**src/inc/sbtp_defines.svh**
```systemverilog
// Purpose: constants for the bus master (address cycle fields, sizes, line beats, FIFO depth)
// Assumes: 64-bit multiplexed address/data bus, single bus clock
// Notes: address cycle field positions and type/size codes live here; ack codes are in sbtp_pkg
`ifndef SBTP_DEFINES_SVH
`define SBTP_DEFINES_SVH

`define SBTP_DATA_W 64
`define SBTP_ADDR_W 36
`define SBTP_SIZE_LSB 40
`define SBTP_SIZE_MSB 42
`define SBTP_TYPE_LSB 36
`define SBTP_TYPE_MSB 39
`define SBTP_TYPE_READ 4'h1
`define SBTP_TYPE_WRITE 4'h0
`define SBTP_SIZE_LINE 3'h5
`define SBTP_SIZE_DWORD 3'h3
`define SBTP_LINE_BEATS 3'h4
`define SBTP_HIGH_FIELD 19'h7ffff
`define SBTP_FIFO_DEPTH 4

`endif

```
**src/inc/sbtp_pkg.sv**
```systemverilog
// Purpose: types shared by the bus master and its testbench
// Assumes: sbtp_defines.svh is on the include path
// Notes: none
package sbtp_pkg;
    typedef enum logic [2:0] {
        SBTP_IDLE = 3'b000,
        SBTP_REQ = 3'b001,
        SBTP_ADDR = 3'b010,
        SBTP_DATA = 3'b011,
        SBTP_DEAD = 3'b100
    } sbtp_state_e;

    typedef enum logic [2:0] {
        SBTP_ACK_NONE = 3'b000,
        SBTP_ACK_RR = 3'b001,
        SBTP_ACK_DATA = 3'b010,
        SBTP_ACK_RSVD = 3'b011,
        SBTP_ACK_BERR = 3'b100,
        SBTP_ACK_TOUT = 3'b101,
        SBTP_ACK_UERR = 3'b110,
        SBTP_ACK_RETRY = 3'b111
    } sbtp_ack_e;

    typedef struct packed {
        logic write;
        logic atomic;
        logic burst;
        logic [2:0] size;
        logic [35:0] addr;
        logic [63:0] wdata;
    } sbtp_cmd_s;

    typedef struct packed {
        logic last;
        logic [63:0] data;
    } sbtp_beat_s;
endpackage

```
**src/hw/sbtp_fifo.sv**
```systemverilog
// Purpose: small ready/valid FIFO for read data beats
// Assumes: one clock, synchronous active-high reset
// Notes: DEPTH must be a power of two
`timescale 1ns/10ps
module sbtp_fifo #(
    parameter int WIDTH = 65,
    parameter int DEPTH = 4
) (
    // Clock and reset
    input wire logic core_clk_i,
    input wire logic rst_i,
    // Fill side
    input wire logic in_valid_i,
    output logic in_ready_o,
    input wire logic [WIDTH-1:0] in_data_i,
    // Drain side
    output logic out_valid_o,
    input wire logic out_ready_i,
    output logic [WIDTH-1:0] out_data_o
);
    localparam int AW = $clog2(DEPTH);
    logic [WIDTH-1:0] mem_q [DEPTH];
    logic [AW:0] wp_q, wp_d, rp_q, rp_d;
    logic push, pop;

    always_comb begin
        in_ready_o = (wp_q - rp_q) != (AW+1)'(DEPTH);
        out_valid_o = wp_q != rp_q;
        push = in_valid_i && in_ready_o;
        pop = out_valid_o && out_ready_i;
        wp_d = wp_q + (AW+1)'(push);
        rp_d = rp_q + (AW+1)'(pop);
        out_data_o = mem_q[rp_q[AW-1:0]];
    end

    always_ff @(posedge core_clk_i) begin
        if (rst_i) begin
            wp_q <= '0;
            rp_q <= '0;
        end else begin
            wp_q <= wp_d;
            rp_q <= rp_d;
        end
        if (push) begin
            mem_q[wp_q[AW-1:0]] <= in_data_i;
        end
    end
endmodule

```
**src/hw/sbtp_master.sv**
```systemverilog
// Purpose: Level 1 bus master driving the multiplexed address/data bus
// Assumes: external arbiter, slave acknowledges on the three active-low lines
// Notes: read beats pass through a 4-word FIFO; stall on it holds off new commands, reads and writes
// Notes on behaviour
// - Address cycle then one or more data cycles
// - Sizes 1 to 128 bytes, eight per beat; the code takes 1 to 8 bytes in one beat and 32-byte line bursts only
// - Non-burst data in size/address selected lanes
// - Own bus, assert busy, one-clock strobe
// - Slave data-ready strobe per good beat
// - Decode acknowledge triple per table
// - Error may end transaction any beat
// - Retry reissues from fresh address phase
// - Relinquish: drop busy, re-arbitrate
// - Slave inserts waits by holding acks
// - Master takes one beat per clock
// - Release busy after final acknowledge
// - Read min two cycles, three with data
// - Locked back-to-back reads need dead cycle
// - Write beat after address, next after ready
// - Write min two cycles
// - Never assert snoop lines during writes
// - Relinquishing slave guards written line addresses
// - Size field is log2 of bytes
// - Larger than eight bytes needs several readies
`timescale 1ns/10ps
`include "sbtp_defines.svh"
module sbtp_master
    import sbtp_pkg::*;
(
    // Clock and reset
    input wire logic core_clk_i,
    input wire logic rst_i,
    // User command
    input wire logic cmd_valid_i,
    output logic cmd_ready_o,
    input wire sbtp_cmd_s cmd_i,
    input wire logic [255:0] line_wdata_i,
    // User completion
    output logic done_o,
    output logic [2:0] done_status_o,
    // Read beats
    output logic rd_valid_o,
    input wire logic rd_ready_i,
    output sbtp_beat_s rd_beat_o,
    // Arbiter
    output logic bus_req_o,
    input wire logic bus_grant_i,
    // Bus pins
    output logic bus_busy_n_o,
    output logic addr_strobe_n_o,
    input wire logic [63:0] muxed_addr_data_i,
    output logic [63:0] muxed_addr_data_o,
    output logic muxed_addr_data_oe_n_o,
    input wire logic ack_ready_n_i,
    input wire logic ack_error_n_i,
    input wire logic ack_retry_n_i,
    output logic snoop_shared_n_o,
    output logic snoop_inhibit_n_o
);
    // ------------------------------------------------------------
    // Helpers
    // ------------------------------------------------------------
    function automatic sbtp_ack_e decode_ack(input logic e_n, input logic r_n, input logic t_n);
        decode_ack = sbtp_ack_e'({~e_n, ~r_n, ~t_n});
    endfunction

    // Address cycle word; identity and unused fields driven high
    function automatic logic [63:0] addr_word(input sbtp_cmd_s c, input logic wr);
        addr_word = {4'hf, 1'b1, 5'h1f, 8'hff, 1'b0, c.atomic, 1'b0, c.size,
                     wr ? `SBTP_TYPE_WRITE : `SBTP_TYPE_READ, c.addr};
    endfunction

    function automatic logic [2:0] beat_count(input logic burst);
        beat_count = burst ? `SBTP_LINE_BEATS : 3'h1;
    endfunction

    // Place non-burst data in its lanes; byte 0 is the top byte
    function automatic logic [63:0] place_lanes(input logic [63:0] d, input logic [2:0] sz,
                                                input logic [2:0] a);
        logic [5:0] sh;
        sh = 6'h0;
        unique case (sz)
            3'h0: sh = {3'h7 - a, 3'h0};
            3'h1: sh = {3'h6 - {a[2:1], 1'b0}, 3'h0};
            3'h2: sh = {3'h4 - {a[2], 2'b00}, 3'h0};
            default: sh = 6'h0;
        endcase
        place_lanes = d << sh;
    endfunction

    // ------------------------------------------------------------
    // State
    // ------------------------------------------------------------
    sbtp_state_e state_q, state_d;
    sbtp_cmd_s cmd_q, cmd_d;
    logic [255:0] line_q, line_d;
    logic [2:0] beat_q, beat_d;
    logic wr_phase_q, wr_phase_d;
    logic busy_q, busy_d;
    logic as_q, as_d;
    logic oe_q, oe_d;
    logic [63:0] mad_q, mad_d;
    logic done_q, done_d;
    logic [2:0] status_q, status_d;
    logic push_valid, push_ready;
    sbtp_beat_s push_beat;
    sbtp_ack_e ack;
    logic is_write, beats_left;

    // ------------------------------------------------------------
    // Transaction control
    // ------------------------------------------------------------
    always_comb begin
        ack = decode_ack(ack_error_n_i, ack_ready_n_i, ack_retry_n_i);
        is_write = cmd_q.write || (cmd_q.atomic && wr_phase_q);
        beats_left = beat_q != 3'h1;
        state_d = state_q;
        cmd_d = cmd_q;
        line_d = line_q;
        beat_d = beat_q;
        wr_phase_d = wr_phase_q;
        busy_d = busy_q;
        as_d = 1'b0;
        oe_d = oe_q;
        mad_d = mad_q;
        done_d = 1'b0;
        status_d = status_q;
        push_valid = 1'b0;
        push_beat.last = ~beats_left;
        push_beat.data = muxed_addr_data_i;
        unique case (state_q)
            SBTP_IDLE: begin
                if (cmd_valid_i && cmd_ready_o) begin
                    cmd_d = cmd_i;
                    // Noncacheable single beat, cacheable line burst
                    cmd_d.size = cmd_i.burst ? `SBTP_SIZE_LINE : cmd_i.size;
                    if (cmd_i.burst) begin
                        cmd_d.addr[4:0] = 5'h00;
                    end
                    line_d = line_wdata_i;
                    wr_phase_d = 1'b0;
                    state_d = SBTP_REQ;
                end
            end
            SBTP_REQ: begin
                // Grant may lag the request by a clock; wait for it
                if (bus_grant_i) begin
                    busy_d = 1'b1;
                    as_d = 1'b1;
                    oe_d = 1'b1;
                    beat_d = beat_count(cmd_q.burst);
                    mad_d = addr_word(cmd_q, is_write);
                    state_d = SBTP_ADDR;
                end
            end
            SBTP_ADDR: begin
                if (is_write) begin
                    // First write beat right after the address cycle
                    mad_d = cmd_q.burst ? line_q[255:192]
                          : place_lanes(cmd_q.wdata, cmd_q.size, cmd_q.addr[2:0]);
                end else begin
                    oe_d = 1'b0;
                end
                state_d = SBTP_DATA;
            end
            SBTP_DATA: begin
                unique case (ack)
                    SBTP_ACK_NONE: begin
                    end
                    SBTP_ACK_DATA: begin
                        if (!is_write) begin
                            push_valid = 1'b1;
                        end
                        beat_d = beat_q - 3'h1;
                        if (is_write) begin
                            line_d = {line_q[191:0], 64'h0};
                            mad_d = line_q[191:128];
                        end
                        if (!beats_left) begin
                            if (cmd_q.atomic && !wr_phase_q) begin
                                // Read part done; the dead cycle keeps the bus quiet
                                // before the write address, busy held
                                wr_phase_d = 1'b1;
                                state_d = SBTP_DEAD;
                            end else begin
                                busy_d = 1'b0;
                                oe_d = 1'b0;
                                done_d = 1'b1;
                                status_d = SBTP_ACK_DATA;
                                // Nonzero count tells the dead cycle the work is over
                                beat_d = 3'h1;
                                state_d = is_write ? SBTP_IDLE : SBTP_DEAD;
                            end
                        end
                    end
                    SBTP_ACK_RETRY: begin
                        // Bus released for the dead cycle; busy stays held
                        oe_d = 1'b0;
                        state_d = SBTP_DEAD;
                        beat_d = 3'h0;
                    end
                    SBTP_ACK_RR: begin
                        busy_d = 1'b0;
                        oe_d = 1'b0;
                        beat_d = 3'h0;
                        // Atomic keeps wr_phase: read part redone only if unfinished
                        state_d = SBTP_DEAD;
                    end
                    default: begin
                        busy_d = 1'b0;
                        oe_d = 1'b0;
                        done_d = 1'b1;
                        status_d = ack;
                        state_d = SBTP_DEAD;
                    end
                endcase
            end
            SBTP_DEAD: begin
                // Idle clock; then finish, reissue with busy held, or re-arbitrate
                if (beat_q != 3'h0) begin
                    state_d = SBTP_IDLE;
                end else if (busy_q) begin
                    as_d = 1'b1;
                    oe_d = 1'b1;
                    beat_d = beat_count(cmd_q.burst);
                    mad_d = addr_word(cmd_q, is_write);
                    state_d = SBTP_ADDR;
                end else begin
                    state_d = SBTP_REQ;
                end
            end
            default: state_d = SBTP_IDLE;
        endcase
    end

    // ------------------------------------------------------------
    // Registers
    // ------------------------------------------------------------
    always_ff @(posedge core_clk_i) begin
        if (rst_i) begin
            state_q <= SBTP_IDLE;
            cmd_q <= '0;
            line_q <= '0;
            beat_q <= 3'h0;
            wr_phase_q <= 1'b0;
            busy_q <= 1'b0;
            as_q <= 1'b0;
            oe_q <= 1'b0;
            mad_q <= 64'h0;
            done_q <= 1'b0;
            status_q <= 3'h0;
        end else begin
            state_q <= state_d;
            cmd_q <= cmd_d;
            line_q <= line_d;
            beat_q <= beat_d;
            wr_phase_q <= wr_phase_d;
            busy_q <= busy_d;
            as_q <= as_d;
            oe_q <= oe_d;
            mad_q <= mad_d;
            done_q <= done_d;
            status_q <= status_d;
        end
    end

    // ------------------------------------------------------------
    // Read buffer
    // ------------------------------------------------------------
    // Ready is not checked per beat: a new command of either type waits for an empty buffer
    sbtp_fifo #(.WIDTH(65), .DEPTH(`SBTP_FIFO_DEPTH)) u_rd_fifo (
        .core_clk_i(core_clk_i),
        .rst_i(rst_i),
        .in_valid_i(push_valid),
        .in_ready_o(push_ready),
        .in_data_i(push_beat),
        .out_valid_o(rd_valid_o),
        .out_ready_i(rd_ready_i),
        .out_data_o(rd_beat_o)
    );

    // ------------------------------------------------------------
    // Pin outputs
    // ------------------------------------------------------------
    assign cmd_ready_o = (state_q == SBTP_IDLE) && push_ready && !rd_valid_o;
    assign bus_req_o = state_q == SBTP_REQ;
    assign bus_busy_n_o = ~busy_q;
    assign addr_strobe_n_o = ~as_q;
    assign muxed_addr_data_o = mad_q;
    assign muxed_addr_data_oe_n_o = ~oe_q;
    assign snoop_shared_n_o = 1'b1;
    assign snoop_inhibit_n_o = 1'b1;
    assign done_o = done_q;
    assign done_status_o = status_q;
endmodule

```
**config.mk**
```make
export PLATFORM = sky130hd
export DESIGN_NAME = sbtp_master
export DESIGN_NICKNAME = d
export VERILOG_FILES = /design/src/inc/sbtp_pkg.sv /design/src/hw/sbtp_fifo.sv /design/src/hw/sbtp_master.sv
export VERILOG_INCLUDE_DIRS = /design/src /design/src/inc
export SDC_FILE = /design/constraint.sdc
export NUM_CORES = 1
export LEC_CHECK = 0
export BUFFER_PORTS_ARGS = -buffer_cell sky130_fd_sc_hd__buf_2
export CORE_UTILIZATION = 45
export CTS_CLUSTER_DIAMETER = 80
export DETAILED_ROUTE_END_ITERATION = 6
export PLACE_DENSITY = 0.74
export SLEW_MARGIN = 10
export SYNTH_ARGS = -nofsm -noshare
export SYNTH_HDL_FRONTEND = slang
export SYNTH_SLANG_ARGS = --single-unit
```
**constraint.sdc**
```tcl
create_clock -name core_clk_i -period 8.3 [get_ports core_clk_i]
set_input_delay 1.245 -clock core_clk_i [delete_from_list [all_inputs] [get_ports core_clk_i]]
set_output_delay 1.245 -clock core_clk_i [all_outputs]
set_load 0.03 [all_outputs]
```
# Yosys cells after proc, flatten, opt, wreduce, memory -nomap -nowiden
# Memories as Yosys holds them, arrays and structs flattened. A register that Yosys moved wholly into a read port is not among the register bits.
# Cells that the tools add are included.
# op_classes
reduce_logical	31
n_eq_ne	29
n_addsub	7
bitwise	9
n_shift	1
muxes	66
# op_table
cell	count
2-to-1 mux 256 bit	3
one-hot mux 256 bit (2 select lines)	1
2-to-1 mux 64 bit	7
one-hot mux 64 bit (4 select lines)	1
left shift 64 x 6 -> 64 bit	1
2-to-1 mux 3 bit	14
inequality test 2 bit, second input constant	13
2-to-1 mux 1 bit	21
one-hot mux 3 bit (2 select lines)	3
one-hot mux 6 bit (3 select lines)	1
one-hot mux 3 bit (5 select lines)	1
AND reduction 5 bit	3
== test 3 x 2 -> 1 bit, second input constant	4
2-to-1 mux 6 bit	2
inequality test 3 bit, second input constant	4
one-hot mux 1 bit (2 select lines)	6
AND reduction 4 bit	3
== test 3 x 1 -> 1 bit, second input constant	3
zero test 3 bit	3
inverter 1 bit	9
one-hot mux 3 bit (3 select lines)	1
subtractor 3 bit, first input constant	3
AND reduction 8 bit	1
logical AND 1 bit	7
19 further kinds	28
# totals
inputBits	434
n_memories	1
reg_bits	446
ramBits	260
# mem_list
name	depth	word_bits	read_ports	rd_clocked_by_memory_dff	wr	line	source
u_rd_fifo.mem_q	4	65	1	1	1	sbtp_fifo.sv:22	logic [WIDTH-1:0] mem_q [DEPTH];

# Logic depth before layout (Yosys ltp)
# Gate-level depths: netlist (run 1).
# logic_depth
ltp_word	8
mapped_depth	12

# Modules after synthesis
# Synthesis (run 1) repeated with hierarchy kept, for this count alone.
# unflattened
cells_unflattened	2953
area_unflattened_um2	30001.3
# modules_own_cells
mod	n_inst	seq_area_each_um2	cells_per_inst	area_per_inst_um2
sbtp_master	1	8808.4	2576	20213.1
sbtp_fifo	1	7927.6	377	9788.1

# Worst setup path after synthesis (run 1)
# Ideal clock, no wire load.
# synth_timing
path_kind	input -> register
startpoint	input port ack_error_n_i
endpoint	memory u_rd_fifo.mem_q[0][0], enable pin
path_stages	4
setup_ns	0.583
n_path_buf	1
setup_slack_ns	0.613
t_arrival_ns	7.104
cell_sequence	clkbuf_1 > nand3b_1 > a2111oi_1 > nor3b_1
# synth_between
elab_chain_len	7
# synth_rtl
element	line	source
start, declared	sbtp_master.sv:55	input wire logic ack_error_n_i,
inverter 1 bit	sbtp_master.sv:64	decode_ack = sbtp_ack_e'({~e_n, ~r_n, ~t_n});
== test 3 x 2 -> 1 bit	sbtp_master.sv:167	unique case (ack)
2-to-1 mux 1 bit	sbtp_master.sv:167	
2-to-1 mux 1 bit	sbtp_master.sv:131	unique case (state_q)
logical AND 1 bit	sbtp_fifo.sv:29	push = in_valid_i && in_ready_o;
2-to-1 mux 1 bit	sbtp_fifo.sv:44	if (push) begin
2-to-1 mux 1 bit (implied by the code)	sbtp_fifo.sv:45	mem_q[wp_q[AW-1:0]] <= in_data_i;
end, declared	sbtp_fifo.sv:22	
# No other way between the ends.

==> results of run 1 <==
==> worst min-delay path by stage <==
| stage | startpoint | endpoint | slack [ps] | cells after the start |
|---|---|---|---|---|
| floorplan | cmd_q[67] | cmd_q[67] | 430 | 2 |
| global placement | cmd_q[87] | cmd_q[87] | 440 | 2 |
| detailed placement | cmd_q[84] | cmd_q[84] | 440 | 2 |
| CTS | cmd_q[84] | cmd_q[84] | 450 | 2 |
| global route | cmd_q[67] | cmd_q[67] | 480 | 2 |
| finish | cmd_q[84] | cmd_q[84] | 450 | 2 |
==> cell type report <==
class | instances | area (sq um) | share of cell area
Sequential cell | 706 | 16700 | 0.473
Multi-Input combinational cell | 1939 | 11800 | 0.334
Timing Repair Buffer | 606 | 3170 | 0.0895
Clock buffer | 99 | 2050 | 0.0578
Tap cell | 855 | 1070 | 0.0302
Clock inverter | 37 | 418 | 0.0118
Antenna cell | 25 | 62.6 | 0.00177
Inverter | 13 | 48.8 | 0.00138
==> power by group through the flow <==
stage | clock network, mW | registers [mW] | logic [mW]
after floorplan | 0 | 4.19 | 0.936
after global placement | 0 | 4.17 | 1.51
after detailed placement | 0 | 4.18 | 1.53
after CTS | 3.39 | 4.10 | 1.53
after global routing | 3.52 | 4.14 | 1.68
final | 3.36 | 4.11 | 1.55
==> synthesized netlist by cell type (7+ instances only) <==
master,n
a211oi_1,18
a21oi_1,140
a221oi_1,10
a22o_1,76
a311oi_1,206
a31oi_1,13
a32oi_1,14
a41oi_1,12
and2_1,7
and3_1,9
buf_1,10
buf_2,79
buf_6,13
clkbuf_1,156
dfxtp_1,446
edfxtp_1,260
ha_1,9
inv_1,13
mux2i_1,42
mux4_2,65
nand2_1,734
nand2b_1,10
nand3_1,14
nand3b_1,14
nor2_1,269
nor3_1,24
nor3b_1,7
o2111ai_1,11
o211a_1,8
o211ai_1,27
o21ai_0,94
==> state kept, by name, summed over array words and instances (netlist names) <==
register,flops
cmd_q,106
beat_q,3
wr_phase_q,1
done_o,1
line_q,256
u_rd_fifo.wp_q,3
u_rd_fifo.rp_q,3
state_q,3
u_rd_fifo.mem_q,260
done_status_o,3
as_q,1
busy_q,1
muxed_addr_data_o,64
oe_q,1
==> placed cells by master, fill, tap and decap left out, drive strengths merged, types with 10 or more instances in the layout <==
cell and instances:
mux2i 44, dfxtp 446, a221oi 10, nand2b 10
nand3b 14, buf 606, o211ai 28, clkinv 25
diode 25, nor3 24, a21oi 140, nand2 734
a2111oi 12, mux4 65, a22o 76, clkbuf 99
edfxtp 260, a211oi 18, inv 16, a31oi 13
a311oi 206, o21ai 97, a32oi 14, nor2 270
o2111ai 11, nand3 14, a41oi 12
==> routing by layer <==
metal | track usage | up-vias
li1 | - | 11500
met1 | 0.420 | 12100
met2 | 0.458 | 1380
met3 | 0.0806 | 240
met4 | 0.119 | 22
met5 | 0 | -
==> worst max-delay path: cells and delay by family (launching register included) <==
family                 cells  cell delay [ps]
buffers and inverters      2             1070
flip-flops                 1              560
multiplexers               1              660
==> logic make-up after synthesis <==
| family | Yosys count |
|---|---|
| AO/OA/AOI/OAI | 695 |
| adder cells (fa/ha/maj) | 9 |
| multiplexers | 110 |
| buffers and inverters | 274 |
| other | 1 |
| AND/OR/NAND/NOR | 1117 |
| XOR/XNOR | 6 |
| flip-flops | 706 |
==> metrics by stage <==
| step | util | total power [mW] | cells | cell area [sq um] |
|---|---|---|---|---|
| after floorplan | - | 5.13 | 2919 | 29700 |
| after global placement | 0.507 | 5.68 | 4119 | 32900 |
| after detailed placement | 0.507 | 5.70 | 4119 | 32900 |
| after CTS | 0.545 | 9.02 | 4255 | 35300 |
| after global routing | 0.545 | 9.34 | 4267 | 35400 |
| final | 0.546 | 9.02 | 4280 | 35400 |
==> flow_summary_export.csv, run 1 <==
group,metric,value,unit
outcome,run_status,"finished, final reports clean",
yosys,synthFlopType,"dfxtp_1",
timing,rsz0062_at_grt,"no",
detailed_routing,m1WireLength,43.2,mm
timing,finalHoldViolCount,0,
setup_path,crit_path_max_incr_delay,860,ps
clock_network,cts.sinks,706,
layout,drive_above_1_share,0.243,
clock_network,clock-root-buffer,"clkbuf_16",
power,seq_power_share,0.456,
floorplanning,core-area,0.0648,sq mm
detailed_routing,vias,25200,
floorplanning,die_area,0.0671,sq mm
layout,fillers,5633,
clock_network,hold_buffers,0,
flow_run,drv_cap,0,
timing,slew_viol_final,0,
setup_path,r2r_setup_slack,4640,ps
setup_path,crit_end,"rd_beat_o[43]",
setup_path,required,7050,ps
global_routing,grt_pass1_vias,23300,
clock_network,clock_path_buffers,3,
layout,final_nets,3784,
floorplanning,die_x,259,microns
yosys,synth-simple-area-share,0.151,
yosys,synthArstFlopShare,0,
global_routing,grt.total_usage,0.305,
detailed_routing,wl_met2,46.9,mm
yosys,postSynthCellCount,2918,
detailed_routing,wirelength,106,mm
timing,setup_viol,0,
yosys,synth_top_area_frac,0.300,
detailed_routing,routed_via_density,5.90,
clock_network,cts_tree,"done",
timing,setup_tns,0,ps
setup_path,regToRegEndpoint,"line_q[220]",
power,p_sw,2.75,mW
setup_path,r2r-start,"state_q[1]",
global_routing,grt_antenna_before_repair,36,
power,power_frac_comb,0.172,
global_routing,grt_max_degree,247,
power,worst_ir_drop_vdd,0.170,mV
timing,skew,59.1,ps
yosys,synth_xor_xnor_area_share,0.00177,
power,leakage,13.4,nW
setup_path,startpoint,"u_rd_fifo.rp_q[0]",
power,internal_power,6.27,mW
layout,areaGrowthSynthToFinish,19.0,%
yosys,ys_seq_area_frac,0.563,
clock_network,ctsResizeCount,0,
detailed_routing,wire_per_inst,24.7,microns
place,portBuffers,572,
timing,fin_crit,4180,ps
timing,timing.final.crit_share,0.504,
detailed_routing,route.met3.wl,11.5,mm
yosys,synth.ff_latch_count,706,
setup_path,arrival,2940,ps
power,swShare,0.305,
detailed_routing,drc,0,
yosys,yosys.cell_types.count,80,
detailed_routing,top_layer,"met5",
yosys,yosys-mux-area-fraction,0.0650,
yosys,synth-compound-area-share,0.174,
yosys,syn_area,0.0297,sq mm
timing,fmax,239,MHz
yosys,synth_fa_ha_area_frac,0.00379,
floorplanning,initial_utilization,0.459,
yosys,synth_top_family_by_area,"compound AO/OA/AOI/OAI gates",
setup_path,worstSetupPathType,"reg2out",
detailed_routing,postRouteAntennaNets,0,
min_path,worstHoldPathType,"reg2reg",
global_routing,grt.overflow.total,0,
timing,fin_ws,4120,ps
floorplanning,ioPinCount,575,
timing,holdWs,452,ps
detailed_routing,drtIter0Drc,2790,
global_routing,grt_pass1_wl,152,mm
setup_path,endpoint_kind,"primary output",
power,p_per_area,255,mW/mm^2
power,clkPwrFrac,0.372,
yosys,yosysTopAreaCell,"dfxtp_1",
clock_network,cts_setup_buffers,0,
clock_network,clk_pin_slew,60,ps
place,pre_cts_ws,4430,ps
setup_path,crit_chain,"buf_4 > mux4_2 > buf_2",
floorplanning,die_y,259,microns
floorplanning,num_rows,93,
setup_path,crit_path_start_kind,"register",
place,gp_congestion,0.982,
yosys,syn_area_per_cell,10.2,sq um
yosys,synth_area_leaders,"dfxtp_1, edfxtp_1, nand2_1",
setup_path,reg2regPathDepth,6,
detailed_routing,dr.pass1.iters,6,
setup_path,path_max_fanout,51,
setup_path,slowest_stage,"buf_4",
timing,worstMarginPinSlew,1220,ps
clock_network,cts_buffers,75,
timing,maxSlewHeadroom,0.183,
place,post-dp-hpwl,73.3,mm
yosys,synth_edf_count,260,
yosys,yosysWarnings,0,
clock_network,clk_latency,640,ps
clock_network,cts_max_level,3,
(Power assumes the default switching activity.)
==> run 2, diff against run 1 <==
--- a/config.mk
+++ b/config.mk
@@ -6,6 +6,7 @@
 export SDC_FILE = /design/constraint.sdc
 export NUM_CORES = 1
 export LEC_CHECK = 0
+export ABC_AREA = 1
 export BUFFER_PORTS_ARGS = -buffer_cell sky130_fd_sc_hd__buf_2
 export CORE_UTILIZATION = 45
 export CTS_CLUSTER_DIAMETER = 80
==> constraint.sdc (replaced) <==
create_clock -name core_clk_i -period 4.14 [get_ports core_clk_i]
set_input_delay 0.621 -clock core_clk_i [delete_from_list [all_inputs] [get_ports core_clk_i]]
set_output_delay 0.621 -clock core_clk_i [all_outputs]
set_load 0.03 [all_outputs]
==> run 2 against run 1 <==
Utilization is 0.11 points lower; sequential power rose by 120%; critical path depth increased by 3; largest cell class unchanged; clock power grew 100%; power grew to 2.7 times the previous value; clock skew down 33 ps; die area grew 6.6%; largest power group unchanged; design area increased by 6.5%; the flow now finishes with violations (design-rule violations); critical endpoint is now rd_beat_o[18]; synthesized cell count rose by 41%; non-clock buffer count up 9.
==> flow_summary_export.csv, run 2 <==
group,metric,value,unit
outcome,run_status,"finished with violations",
outcome,violations,"design-rule violations",
place,post-place-cells,5389,
clock_network,cts.sinks,706,
timing,finalHoldViolCount,0,
clock_network,cts_max_level,3,
clock_network,hold_buffers,0,
clock_network,clk_latency,620,ps
clock_network,cts_setup_buffers,0,
place,place_area,0.0352,sq mm
layout,final_common_cell,"nand2_1",
timing,fin_crit,3300,ps
floorplanning,die_area,0.0715,sq mm
yosys,postSynthCellCount,4115,
layout,largest_reg_flops,260,
layout,final_cells,5554,
yosys,synth_area_leaders,"dfxtp_1, edfxtp_1, nand2_1",
detailed_routing,wire_per_inst,18.7,microns
yosys,synthArstFlopShare,0,
yosys,syn_area,0.0317,sq mm
power,worst_ir_drop_vdd,0.472,mV
power,p_per_area,656,mW/mm^2
yosys,yosysTopAreaCell,"dfxtp_1",
yosys,syn_area_per_cell,7.70,sq um
detailed_routing,wirelength,104,mm
global_routing,grt.overflow.total,0,
setup_path,endpoint_kind,"primary output",
power,total_power,24.7,mW
place,gp_congestion,0.952,
global_routing,grt_pass1_vias,26300,
timing,timing.final.crit_share,0.797,
global_routing,grt_antenna_before_repair,34,
yosys,synthFlopType,"dfxtp_1",
setup_path,arrival,2680,ps
place,portBuffers,572,
yosys,yosysWarnings,0,
timing,skew,25.9,ps
timing,slew_viol_final,0,
place,post-dp-hpwl,72.0,mm
yosys,synth.ff_latch_count,706,
clock_network,ctsResizeCount,0,
yosys,ys_seq_area_frac,0.528,
timing,fmax,303,MHz
yosys,synth_edf_count,260,
setup_path,crit_path_start_kind,"register",
clock_network,cts_buffers,78,
floorplanning,die_y,267,microns
yosys,synth_top_area_frac,0.282,
floorplanning,ioPinCount,575,
floorplanning,die_x,267,microns
yosys,synth.most_common_cell,"nand2_1",
floorplanning,core-area,0.0692,sq mm
floorplanning,num_rows,96,
layout,drive_above_1_share,0.164,
flow_run,drv_cap,0,
detailed_routing,routed_via_density,5.23,
layout,design_area,0.0377,sq mm
detailed_routing,drc,5,
layout,final_nets,4981,
yosys,synthTopCellsByCount,"nand2_1, nor2_1, dfxtp_1, edfxtp_1, inv_1",
clock_network,clock-root-buffer,"clkbuf_16",
timing,setup_viol,0,
clock_network,clock_path_buffers,3,
setup_path,worstSetupPathType,"reg2out",
timing,holdWs,219,ps
floorplanning,initial_utilization,0.458,
global_routing,grt_max_degree,157,
detailed_routing,dr.pass1.iters,7,
setup_path,path_max_fanout,130,
timing,rsz0062_at_grt,"no",
detailed_routing,drtIter0Drc,3432,
clock_network,clk_pin_slew,60,ps
layout,areaGrowthSynthToFinish,18.9,%
global_routing,grt.total_usage,0.280,
detailed_routing,vias,29100,
global_routing,grt_pass1_wl,153,mm
min_path,worstHoldPathType,"in2reg",
setup_path,required,3520,ps
timing,worstMarginPinSlew,1190,ps
detailed_routing,postRouteAntennaNets,0,
yosys,yosys.cell_types.count,33,
clock_network,cts_tree,"done",
timing,maxSlewHeadroom,0.200,
layout,final_cell_mix,"nand2_1, nor2_1, buf_2",
power,leakage,17.5,nW
run 2: cell families after synthesis:
group / synth area share
and+or+nand+nor: 0.268
DFF: 0.528
AOI/OAI and AO/OA: 0.0933
buffers and inverters: 0.0658
muxes: 0.0404
adders and majority gates: 0.00355
xor gates and xnor gates: 0.000829
other: 0.000118
run 2: path summary, 6_finish.rpt:
| path | startpoint | endpoint | slack, ps | cells past startpoint |
|---|---|---|---|---|
| max reg2reg | state_q[2] | line_q[151] | 1270 | 8 |
| min reg2reg | cmd_q[96] | cmd_q[96] | 450 | 2 |
| min | muxed_addr_data_i[20] | u_rd_fifo.mem_q[3][20] | 220 | 1 |
| max | u_rd_fifo.rp_q[0] | rd_beat_o[18] | 840 | 6 |
run 2: worst max-delay path, cell delays in order, from the launching register on:
cell	delay (ps)
dfxtp_4	450
buf_4	310
inv_2	110
buf_12	400
o21ai_0	150
o22ai_1	250
buf_2	260
run 2: per-layer routing:
metal / global-route usage / part of all wire / vias up
met2: 0.417 / 0.44 / 1377
met4: 0.137 / 0.042 / 18
met3: 0.0583 / 0.090 / 237
met5: 0 / 0.0011 / -
met1: 0.387 / 0.43 / 13300
li1: - / - / 14100
run 2: final cells by class:
| class | count | area [sq um] |
|---|---|---|
| diodes | 27 | 67.6 |
| clock buffers | 111 | 2240 |
| clock inverters | 27 | 220 |
| fillers | 6662 | 31500 |
| inverters | 256 | 970 |
| multi-input cells | 2881 | 13000 |
| flip-flops and latches | 706 | 16700 |
| well taps | 931 | 1160 |
| repair buffers | 615 | 3310 |
run 2: metrics by stage:
stage	worst slack [ps]	TNS, ps	utilization
after global placement	1260	0	0.508
after detailed placement	1240	0	0.508
after global routing	719	0	0.545
after CTS	850	0	0.544
after floorplan	-866	-112630	-
final	839	0	0.545
run 2: power breakdown:
group          switching, mW  internal (mW)  total, mW  leakage, nW
clock network           2.83           3.89       6.72         1.20
logic                   6.24           2.64       8.88         10.3
registers              0.696           8.45       9.14         6.01
